[src/design/sw_lock_consts.svh]
// Behaviour
// - sticky unsupported-completion enable at bit 13
// - sticky three-bit marker survives hot reset
// - read-only lock state at bits 18:17
// - lock-blocked upstream packet dropped, sets bit 19
// - foreign locked read dropped, sets bit 19
// - bits 20-23 show aggregated INTA-INTD
// - packet to unlocked port dropped, flag 24
// - locked PME turn-off sets flag 25
// - writing one starts fundamental reset, reads zero
// - reset hold keeps switch logic in reset
// - software reset hold writes ignored after reset done unless hold is set
// - reset hold set by pin during reset operation, or by eeprom at any time
// - write unlock gates write-when-unlocked fields
// - write unlock set during reset operation
// - strict ordering bit overrides relaxed ordering
`ifndef SW_LOCK_CONSTS_SVH
`define SW_LOCK_CONSTS_SVH
`define OFS_SWITCH_STATUS 12'h0a0
`define OFS_SWITCH_CONTROL 12'h0a4
`define BIT_UC_EN 13
`define POS_MARKER 14
`define POS_LOCK 17
`define BIT_LOCK_DROP 19
`define POS_INT 20
`define BIT_LOCK_DISCARD 24
`define BIT_PME_LOCK 25
`define POS_MAX_WIDTH 30
`define RST_MAX_WIDTH 2'h0
`define BIT_SWRST 0
`define BIT_HOLD 1
`define BIT_UNLOCK 2
`define BIT_STRICT 3
`define RESET_OP_CYCLES 4'h8
`endif

[src/design/sw_lock_pkg.sv]
package sw_lock_pkg;
	typedef enum logic [1:0] {
		LOCK_NONE = 2'h0,
		LOCK_PORT_B = 2'h1,
		LOCK_PORT_C = 2'h2,
		LOCK_RSVD = 2'h3
	} lock_state_t;
	typedef struct packed {
		logic wr;
		logic rd;
		logic [11:0] addr;
		logic [31:0] wdata;
	} reg_req_t;
	typedef struct packed {
		logic up_blocked;
		logic foreign_mrdlk;
		logic to_unlocked_port;
		logic pme_turnoff_locked;
	} lock_evt_t;
endpackage

[src/design/switch_lock_status_control.sv]
`timescale 1ns/1ns
`include "sw_lock_consts.svh"
module switch_lock_status_control
	import sw_lock_pkg::*;
(
	input wire logic clk,
	input wire logic rst,
	input wire logic hot_rst,
	input wire logic reset_hold_pin,
	input wire logic eeprom_hold_wr,
	input wire logic eeprom_hold_val,
	input wire reg_req_t req,
	output logic [31:0] rdata,
	input wire lock_state_t lock_state,
	input wire lock_evt_t evt,
	input wire logic err_report_en,
	input wire logic [3:0] int_state,
	output logic err_nonfatal,
	output logic packet_drop,
	output logic fund_reset_req,
	output logic core_hold,
	output logic write_unlock,
	output logic strict_ordering_force,
	output logic unsupported_cpl_enable
);
	logic [1:0] pin_sync_r;
	logic [3:0] op_cnt_r;
	logic reset_op;
	logic uc_en_r;
	logic [2:0] marker_r;
	logic hold_r;
	logic unlock_r;
	logic strict_r;
	logic fund_r;
	logic drop_set, discard_set, pme_set;
	logic drop_q, discard_q, pme_q;
	logic wr_ctl, wr_sts, rd_hit;
	logic [31:0] sts_word, ctl_word;
	logic err_r;
	logic drop_r;
	logic is_locked;
	logic clr_drop, clr_discard, clr_pme;
	logic rd_sts, rd_ctl;
	logic [31:0] rd_word;
	logic hold_pin_set, hold_sw_ok;

	assign wr_ctl = req.wr && req.addr == `OFS_SWITCH_CONTROL;
	assign wr_sts = req.wr && req.addr == `OFS_SWITCH_STATUS;
	assign reset_op = op_cnt_r != 4'h0;
	assign rd_sts = req.rd && req.addr == `OFS_SWITCH_STATUS;
	assign rd_ctl = req.rd && req.addr == `OFS_SWITCH_CONTROL;
	assign is_locked = lock_state != LOCK_NONE;
	assign hold_pin_set = reset_op && pin_sync_r[1];
	assign hold_sw_ok = wr_ctl && (reset_op || hold_r);
	assign clr_drop = wr_sts && req.wdata[`BIT_LOCK_DROP];
	assign clr_discard = wr_sts && req.wdata[`BIT_LOCK_DISCARD];
	assign clr_pme = wr_sts && req.wdata[`BIT_PME_LOCK];

	always_ff @(posedge clk) begin
		pin_sync_r <= {pin_sync_r[0], reset_hold_pin};
	end

	// reset operation window after release
	always_ff @(posedge clk) begin
		if (rst || fund_r) begin
			op_cnt_r <= `RESET_OP_CYCLES;
		end else if (reset_op) begin
			op_cnt_r <= op_cnt_r - 4'h1;
		end
	end

	// sticky fields: only fundamental reset clears, hot reset ignored
	always_ff @(posedge clk) begin
		if (rst) begin
			uc_en_r <= 1'b0;
			marker_r <= 3'h0;
		end else if (wr_sts) begin
			uc_en_r <= req.wdata[`BIT_UC_EN];
			marker_r <= req.wdata[`POS_MARKER +: 3];
		end
	end

	// reset hold: pin during reset op, eeprom any time, sw during reset op or while held
	always_ff @(posedge clk) begin
		if (rst) begin
			hold_r <= 1'b0;
		end else if (hold_pin_set) begin
			hold_r <= 1'b1;
		end else if (eeprom_hold_wr) begin
			hold_r <= eeprom_hold_val;
		end else if (hold_sw_ok) begin
			hold_r <= req.wdata[`BIT_HOLD];
		end
	end

	always_ff @(posedge clk) begin
		if (rst || hot_rst) begin
			unlock_r <= 1'b0;
			strict_r <= 1'b0;
			fund_r <= 1'b0;
		end else begin
			fund_r <= wr_ctl && req.wdata[`BIT_SWRST];
			strict_r <= wr_ctl ? req.wdata[`BIT_STRICT] : strict_r;
			if (reset_op) begin
				unlock_r <= 1'b1;
			end else if (wr_ctl) begin
				unlock_r <= req.wdata[`BIT_UNLOCK];
			end
		end
	end

	assign drop_set = is_locked && (evt.up_blocked || evt.foreign_mrdlk);
	assign discard_set = is_locked && evt.to_unlocked_port;
	assign pme_set = is_locked && evt.pme_turnoff_locked;

	w1c_flag u_drop (
		.clk(clk),
		.rst(rst),
		.set(drop_set),
		.clr(clr_drop),
		.q(drop_q)
	);
	w1c_flag u_discard (
		.clk(clk),
		.rst(rst),
		.set(discard_set),
		.clr(clr_discard),
		.q(discard_q)
	);
	w1c_flag u_pme (
		.clk(clk),
		.rst(rst),
		.set(pme_set),
		.clr(clr_pme),
		.q(pme_q)
	);

	always_ff @(posedge clk) begin
		if (rst) begin
			err_r <= 1'b0;
			drop_r <= 1'b0;
		end else begin
			err_r <= err_report_en && (discard_set || pme_set);
			drop_r <= drop_set || discard_set;
		end
	end

	assign sts_word = {`RST_MAX_WIDTH, 4'h0, pme_q, discard_q, int_state, drop_q,
		lock_state, marker_r, uc_en_r, 13'h0000};
	assign ctl_word = {28'h0000000, strict_r, unlock_r, hold_r, 1'b0};
	assign rd_hit = req.rd;
	assign rd_word = rd_sts ? sts_word : (rd_ctl ? ctl_word : 32'h00000000);

	always_ff @(posedge clk) begin
		if (rst) begin
			rdata <= 32'h00000000;
		end else if (rd_hit) begin
			rdata <= rd_word;
		end
	end

	assign err_nonfatal = err_r;
	assign packet_drop = drop_r;
	assign fund_reset_req = fund_r;
	assign core_hold = hold_r || reset_op;
	assign write_unlock = unlock_r;
	assign strict_ordering_force = strict_r;
	assign unsupported_cpl_enable = uc_en_r;
endmodule // switch_lock_status_control

[src/design/w1c_flag.sv]
`timescale 1ns/1ns
module w1c_flag
	import sw_lock_pkg::*;
(
	input wire logic clk,
	input wire logic rst,
	input wire logic set,
	input wire logic clr,
	output logic q
);
	logic q_nxt;
	assign q_nxt = set ? 1'b1 : (clr ? 1'b0 : q);
	always_ff @(posedge clk) begin
		if (rst) begin
			q <= 1'b0;
		end else begin
			q <= q_nxt;
		end
	end
endmodule // w1c_flag

[config.mk]
export PLATFORM = sky130hd
export DESIGN_NAME = switch_lock_status_control
export DESIGN_NICKNAME = d
export VERILOG_FILES = /design/src/design/sw_lock_pkg.sv /design/src/design/switch_lock_status_control.sv /design/src/design/w1c_flag.sv
export VERILOG_INCLUDE_DIRS = /design/src /design/src/design
export SDC_FILE = /design/constraint.sdc
export NUM_CORES = 1
export LEC_CHECK = 0
export BUFFER_PORTS_ARGS = -buffer_cell sky130_fd_sc_hd__buf_2
export CAP_MARGIN = 20
export CELL_PAD_IN_SITES_DETAIL_PLACEMENT = 1
export CELL_PAD_IN_SITES_GLOBAL_PLACEMENT = 1
export CORE_MARGIN = 2
export CORE_UTILIZATION = 26
export DETAILED_ROUTE_END_ITERATION = 8
export GPL_ROUTABILITY_DRIVEN = 0
export PLACE_DENSITY_LB_ADDON = 0.3
export SLEW_MARGIN = 20
export SYNTH_ARGS = -nofsm -noshare
export SYNTH_HDL_FRONTEND = slang
export SYNTH_SLANG_ARGS = --single-unit
[constraint.sdc]
create_clock -name clk -period 1.6 [get_ports clk]
set_input_delay 0.4 -clock clk [delete_from_list [all_inputs] [get_ports clk]]
set_output_delay 0.4 -clock clk [all_outputs]
set_load 0.01 [all_outputs]
## After elaboration in Yosys (flattened, before gate mapping)

Index checks and enable logic that the tools add are counted.

| operators by class | value |
|---|---|
| $add $sub $neg | 1 |
| equality and inequality tests | 2 |
| muxes and demuxes | 13 |
| reductions and logical operators | 27 |

Operator list:

| cell | number |
|---|---|
| $mux W26 | 1 |
| $eq A12 B8 Y1 const B | 2 |
| $logic_and A1 B1 Y1 | 14 |
| $mux W1 | 11 |
| $reduce_bool A2 Y1 | 5 |
| $logic_or A1 B1 Y1 | 6 |
| $mux W4 | 1 |
| $reduce_bool A4 Y1 | 1 |
| $sub A4 B1 Y4 const B | 1 |
| $reduce_bool A3 Y1 | 1 |

| storage, ports and cells | value |
|---|---|
| bits in registers | 51 |
| bits of input ports | 63 |
| output and inout bits | 39 |
| logic and storage cells | 57 |

## Depth between registers and ports, before layout

Gate-level depths: netlist (run 1).

| logic depth | value |
|---|---|
| word-level depth | 6 |
| gate-level depth with buffers | 6 |
| depth with buffers taken out | 6 |

## Cells and area by module

Synthesis (run 1) repeated with hierarchy kept, for this count alone.

| unflattened totals | value |
|---|---|
| cells, all modules | 154 |
| area total of the unflattened synthesis | 1524.0 µm² |

Modules (own cells, without submodules):

| module | times used | cells each | area an instance (µm²) |
|---|---|---|---|
| switch_lock_status_control | 1 | 142 | 1407.6 |
| w1c_flag | 3 | 4 | 38.8 |

## Worst setup path before layout (run 1)

No wires, ideal clock.

| timing path | value |
|---|---|
| path kind | reg-to-reg |
| from | register op_cnt_r[0] |
| to | register hold_r |
| library setup time | 0.116 ns |
| arrival time | 1.409 ns |
| setup slack | 0.075 ns |
| cell stages (with the launch flop) | 7 |
| period minus slack after synthesis | 1.525 ns |
| path through | dfxtp_1 > inv_1 > ha_1 > or3b_1 > a211oi_1 > o22ai_1 > o211a_1 |

| between the ends | value |
|---|---|
| word-level cells in the longest chain between the ends | 4 |

Ends and longest elaborated chain:

| item | RTL line | RTL |
|---|---|---|
| from (decl) | switch_lock_status_control.sv:27 | `logic [3:0] op_cnt_r;` |
| from (signal assigned) | switch_lock_status_control.sv:66 | `` op_cnt_r <= `RESET_OP_CYCLES; `` |
| from (signal assigned) | switch_lock_status_control.sv:68 | `op_cnt_r <= op_cnt_r - 4'h1;` |
| $reduce_bool A4 Y1 (*) | switch_lock_status_control.sv:49 | `assign reset_op = op_cnt_r != 4'h0;` |
| $logic_or A1 B1 Y1 | switch_lock_status_control.sv:54 | `assign hold_sw_ok = wr_ctl && (reset_op \|\| hold_r);` |
| $logic_and A1 B1 Y1 | switch_lock_status_control.sv:54 |  |
| $reduce_bool A3 Y1 (no source line) | - |  |
| to (signal assigned) | switch_lock_status_control.sv:90 | `hold_r <= eeprom_hold_val;` |
| to (signal assigned) | switch_lock_status_control.sv:92 | `` hold_r <= req.wdata[`BIT_HOLD]; `` |
| to (decl) | switch_lock_status_control.sv:31 | `logic hold_r;` |

Mark *: on every way between the ends. The rest lies on a longest branch, timed or not.
A chain may end at the register's enable or synchronous reset.

## Worst setup path after layout (run 1)

| timing path | value |
|---|---|
| from | register op_cnt_r[1] |
| to | output port core_hold |

| between the ends | value |
|---|---|
| word-level cells in the longest chain between the ends | 2 |

Ends and longest elaborated chain:

| item | RTL line | RTL |
|---|---|---|
| $reduce_bool A4 Y1 | switch_lock_status_control.sv:49 |  |
| $logic_or A1 B1 Y1 | switch_lock_status_control.sv:165 | `assign core_hold = hold_r \|\| reset_op;` |
| to (decl) | switch_lock_status_control.sv:21 | `output logic core_hold,` |

No other way between the ends.

==> results of run 1 <==
-- what timing repair did --
item | 4_1_cts | 5_1_grt
buffers inserted | 3 | 0
pin swaps | 1 | 0
gates resized for setup | 7 | 0
endpoints found under the setup margin | 2 | 2
-- power breakdown --
group | switching [mW] | internal (mW) | leakage [nW] | total, mW
Combinational | 0.220 | 0.250 | 0.663 | 0.470
Clock | 0.341 | 0.464 | 0.0581 | 0.805
Sequential | 0.0540 | 0.934 | 0.286 | 0.988
-- through the flow --
stage / setup WS [ps] / cells / power, mW / setup TNS [ps] / area (um^2)
after floorplan: 74.7 / 164 / 1.24 / 0 / 1580
after global placement: -44.9 / 287 / 1.36 / -536 / 1900
after detailed placement: -91.0 / 287 / 1.38 / -1170 / 1900
after CTS: -68.8 / 298 / 2.29 / -74.3 / 2060
after global routing: -132 / 298 / 2.39 / -237 / 2060
final: -58.4 / 298 / 2.26 / -62.5 / 2060
-- cells in the mapped netlist, types with 2 or more instances --
cell type,n
a211oi_1,2
and3_4,2
inv_1,5
nand3b_1,2
nor2_1,11
nand4_1,6
nor3_1,3
mux2i_1,6
a22o_1,2
dfxtp_1,35
a21oi_1,9
buf_4,16
ha_1,2
o21ai_0,5
nor4b_4,2
nand2_1,2
a22o_2,10
clkbuf_1,2
o22ai_1,2
nor4b_1,2
nand2b_1,5
-- registers in the layout (all words and copies together), names as in the netlist, 2 cells and up --
signal,cells
pin_sync_r,2
op_cnt_r,4
marker_r,3
rdata,16
-- layer usage --
| layer | vias up | global-route usage, % | share of wire, % |
|---|---|---|---|
| met5 | - | 0 | 0 |
| met4 | 0 | 6.10 | 2.0 |
| met3 | 5 | 2.81 | 6.0 |
| met2 | 44 | 21.2 | 50 |
| met1 | 615 | 14.1 | 42 |
| li1 | 658 | - | - |
-- cells by family (layout without fill, tap and decap cells) --
logic type | count (synthesis) | after routing
multiplexers | 6 | 6
buffers and inverters | 26 | 88
AO/OA/AOI/OAI | 32 | 32
other | 1 | 16
XOR/XNOR | 2 | 2
AND/OR/NAND/NOR | 45 | 45
flip-flops | 35 | 35
adder cells (fa/ha/maj) | 2 | 2
-- final timing paths --
path / to / startpoint / depth (start not counted)
setup / recovery: core_hold / op_cnt_r[1] / 5
hold / removal: pin_sync_r[0] / reset_hold_pin / 1
setup reg to reg: hold_r / op_cnt_r[1] / 6
hold reg to reg: pin_sync_r[1] / pin_sync_r[0] / 0
-- cell type report --
type	instances	area [um^2]	area share [%]
clock buffer	5	68.8	3.34
clock inverter	3	43.8	2.13
multi-input combinational	103	733	35.6
sequential	35	702	34.1
inverter	5	18.8	0.911
timing repair buffer	75	403	19.6
tap	72	90.1	4.37
==> flow_metrics.py, run 1 <==
metrics = {
    "run_status": {
        "outcome": "finished, violations left",
        "violations": "negative setup slack",
    },
    "cts": {
        "holdBufCountCts": 0,
        "cts_tree": "yes",
        "clk_pin_slew_ps": 70,
        "cts.sinks": 35,
        "insertion_delay_ps": 290,
        "cts-buffers-inserted": 5,
        "max-clock-path-buffers": 2,
        "cts_root_buf": "clkbuf_8",
        "htreeDepth": 2,
    },
    "setup_path": {
        "slowest_stage": "dfxtp_2",
        "critPathMaxStageDelay_ps": 330,
        "worst-path-buf-inv": 2,
        "rrSetupSlack_ps": 0,
        "cp.required_ps": 1200,
        "path_max_fanout": 3,
        "worstSetupStartpointType": "flip-flop",
        "cp_data_arrival_time_ps": 1260,
        "critical_path_class": "reg -> out",
        "crit_chain": "inv_2 > ha_4 > nor3b_4 > nand2b_1 > buf_2",
        "critical_path.top_delay_family": "flip-flops",
        "cp-end-kind": "output port",
    },
    "timing": {
        "slew_headroom_pct": 42.8,
        "clock.fmax_mhz": 603,
        "slew_viol_final": 0,
        "hold_slack_ps": 211,
        "skew_ps": 3.55,
        "rsz0062_at_grt": "yes",
        "worstMarginPinSlew_ps": 856,
        "final_hold_viol_count": 0,
        "finalWorstSetupSlack_ps": -58.4,
        "fin_crit_sh_pct": 104,
        "period_needed_ps": 1660,
        "setup_violations": 2,
    },
    "synth": {
        "async_flop_share_pct": 0,
        "avgSynthCellArea_um2": 10.2,
        "yosysTopAreaCell": "dfxtp_1",
        "synth_compound_area_share_pct": 15.4,
        "synth_xor_area_share_pct": 1.15,
        "synthMuxAreaShare_pct": 3.95,
        "synth_top_family_by_area": "simple AND/OR/NAND/NOR gates",
        "synth_area_leaders": "dfxtp_1 (46%), buf_4 (7.9%), a22o_2 (6.6%), mux2i_1 (4.0%), nor4b_4 (3.1%)",
        "syn_inst": 149,
        "ys_seq_elements": 35,
        "synth_seq_area_share_pct": 46.1,
        "yosysWarnings": 0,
        "synthSimpleGateAreaFrac_pct": 20.6,
        "syn_area_um2": 1520,
        "ys_types": 39,
        "ys.flop_type": "dfxtp_1",
        "synth_fa_ha_area_share_pct": 1.65,
        "synth_top_cell_area_share_pct": 46.1,
        "synth_edf_count": 0,
    },
    "final_layout": {
        "insertedDiodeCount": 0,
        "layout_commonest_cell": "buf_2",
        "drive_above_1_share_pct": 46.0,
        "fin_nets": 290,
        "mostFrequentLayoutCells": "buf_2 (64), dfxtp_1 (34), conb_1 (16)",
        "synthToLayoutAreaGrowth_pct": 35.5,
        "postLayoutCoreUtil_pct": 36.9,
        "n_fill_cell": 663,
    },
    "routing": {
        "drc": 0,
        "vias": 1322,
        "ant_nets": 0,
        "routed_wl_mm": 3.88,
        "first_pass_iters": 4,
        "viasPerCell": 4.44,
        "wire_per_inst_um": 13.0,
        "drt_iter0_markers": 14,
    },
    "pwr": {
        "power_density_nw_per_um2": 1100,
        "leakage_nw": 1.01,
        "peakVddDrop_mv": 0.373,
    },
    "die": {
        "fp.dieArea_um2": 6470,
        "boundaryPins": 102,
        "start_util_pct": 27.3,
        "die_y_um": 80.5,
        "die_x_um": 80.5,
        "core_area_um2": 5570,
        "rows": 27,
    },
    "place": {
        "port-buffer-count": 64,
        "hpwl_mm": 3.07,
    },
    "grt": {
        "grt_pass1_wl_mm": 5.99,
        "grt_pass1_vias": 1258,
        "antenna_found_initial": 0,
        "grt_usage_pct": 12.2,
        "grt_max_degree": 15,
        "grt-ovfl-total": 0,
    },
    "min_path": {
        "worstHoldPathType": "in -> reg",
    },
    "flow_run": {
        "maxCapViolCount": 0,
    },
}
Note: power is estimated with default switching activity, not from simulation.
==> inputs of run 2 (changes only) <==
--- a/config.mk
+++ b/config.mk
@@ -14,6 +14,7 @@
 export CORE_UTILIZATION = 26
 export DETAILED_ROUTE_END_ITERATION = 8
 export GPL_ROUTABILITY_DRIVEN = 0
+export HOLD_SLACK_MARGIN = 0.1
 export PLACE_DENSITY_LB_ADDON = 0.3
 export SLEW_MARGIN = 20
 export SYNTH_ARGS = -nofsm -noshare
==> constraint.sdc (replaced) <==
create_clock -name clk -period 1.6 [get_ports clk]
set_input_delay 0.16 -clock clk [delete_from_list [all_inputs] [get_ports clk]]
set_output_delay 0.16 -clock clk [all_outputs]
set_load 0.01 [all_outputs]
==> flow_metrics.py, run 2 (synthesized netlist as in run 1, its figures left out) <==
metrics = {
    "flow_run": {
        "maxCapViolCount": 0,
    },
    "setup_path": {
        "worstSetupStartpointType": "flip-flop",
        "cp-end-kind": "flip-flop",
        "cp_data_arrival_time_ps": 1690,
        "path_max_fanout": 6,
        "rrSetupSlack_ps": 90,
        "critical_path_class": "reg -> reg",
        "cp.required_ps": 1780,
    },
    "timing": {
        "finalSetupTns_ps": 0,
        "clock.fmax_mhz": 660,
        "hold_slack_ps": 111,
        "rsz0062_at_grt": "no",
        "fin_crit_sh_pct": 94.7,
        "finalWorstSetupSlack_ps": 85.5,
        "skew_ps": 3.62,
        "setup_violations": 0,
        "worstMarginPinSlew_ps": 884,
        "period_needed_ps": 1510,
        "final_hold_viol_count": 0,
        "slew_headroom_pct": 40.8,
        "slew_viol_final": 0,
    },
    "grt": {
        "grtUsageMet1_pct": 15.3,
        "grt_pass1_vias": 1333,
        "grt-ovfl-total": 0,
        "grt_use_met3_pct": 3.48,
        "grt_usage_pct": 13.0,
        "busiest_layer": "met2",
        "grt_pass1_wl_mm": 6.33,
        "grt_use_met2_pct": 22.2,
        "antenna_found_initial": 0,
        "grt_max_degree": 17,
    },
    "min_path": {
        "worstHoldPathType": "in -> reg",
    },
    "final_layout": {
        "largestRegisters": "rdata: 16 flops, op_cnt_r: 4 flops, marker_r: 3 flops",
        "regMostFlops": "rdata",
        "postLayoutCoreUtil_pct": 38.3,
        "drive_above_1_share_pct": 45.2,
        "layout_commonest_cell": "buf_2",
        "insertedDiodeCount": 0,
        "fin_nets": 292,
        "synthToLayoutAreaGrowth_pct": 40.5,
        "largest_register_ffs": 16,
        "mostFrequentLayoutCells": "buf_2 (63), dfxtp_1 (33), conb_1 (16)",
    },
    "cts": {
        "clk_pin_slew_ps": 70,
        "cts-buffers-inserted": 5,
        "cts.sinks": 35,
        "cts_root_buf": "clkbuf_8",
        "htreeDepth": 2,
        "insertion_delay_ps": 280,
        "cts_tree": "yes",
        "max-clock-path-buffers": 2,
    },
    "die": {
        "fp.dieArea_um2": 6470,
        "die_x_um": 80.5,
        "die_y_um": 80.5,
        "boundaryPins": 102,
        "core_area_um2": 5570,
        "start_util_pct": 27.3,
        "rows": 27,
    },
    "pwr": {
        "peakVddDrop_mv": 0.343,
        "leakage_nw": 1.03,
        "power_density_nw_per_um2": 1130,
    },
    "place": {
        "port-buffer-count": 64,
        "hpwl_mm": 3.06,
        "dpl_worst_slack_ps": -42.1,
    },
    "routing": {
        "routed_wl_mm": 4.03,
        "wire_per_inst_um": 13.4,
        "ant_nets": 0,
        "viasPerCell": 4.41,
        "drt_iter0_markers": 37,
        "first_pass_iters": 4,
        "drc": 0,
        "vias": 1324,
    },
    "run_status": {
        "outcome": "finished, final reports clean",
    },
}
run 2: cell type report:
type | instances | area [um^2]
clock buffers | 6 | 72.6
inverters | 5 | 18.8
fillers | 673 | 3440
flip-flops and latches | 35 | 703
well taps | 72 | 90.1
clock inverters | 2 | 60.1
multi-input cells | 103 | 748
repair buffers | 77 | 443
run 2: per-stage QoR:
step / std cells / power [mW] / cell area, um^2
6_report: 300 / 2.41 / 2140
2_1_floorplan: 164 / 1.24 / 1580
4_1_cts: 300 / 2.42 / 2120
3_5_place_dp: 285 / 1.39 / 1880
3_3_place_gp: 285 / 1.38 / 1880
5_1_grt: 300 / 2.56 / 2140
run 2: final timing paths:
check                      from             to  cells past startpoint
setup / recovery    op_cnt_r[0]         hold_r                      6
hold / removal          req[15]    marker_r[1]                      3
setup reg to reg    op_cnt_r[0]         hold_r                      6
hold reg to reg   pin_sync_r[0]  pin_sync_r[1]                      0
run 2: power by group:
part	total, mW	switching (mW)	internal [mW]
registers	0.995	0.0580	0.937
clock network	0.936	0.313	0.623
logic	0.484	0.219	0.265
run 2: routing by layer:
metal | wire length [um] | vias to the layer above | share of wire, %
li1 | - | 658 | -
met1 | 1730 | 618 | 43
met2 | 2040 | 44 | 51
met3 | 219 | 4 | 5.4
met4 | 48 | 0 | 1.2
met5 | 0 | - | 0
run 2: critical path, cell delays in order, from the launching register on:
cell and delay (ps):
dfxtp_2 320, inv_2 70, ha_4 130, or3b_4 420
a211oi_2 240, o22ai_1 100, o211a_1 130
run 2: what timing repair did:
item                                   in CTS  in global routing
pin swaps                                   1                  1
resized for setup                           9                  4
hold buffers                                6                  0
setup buffers                               1                  1
setup endpoints to repair                   2                  2
endpoints found under the hold margin       8                  0
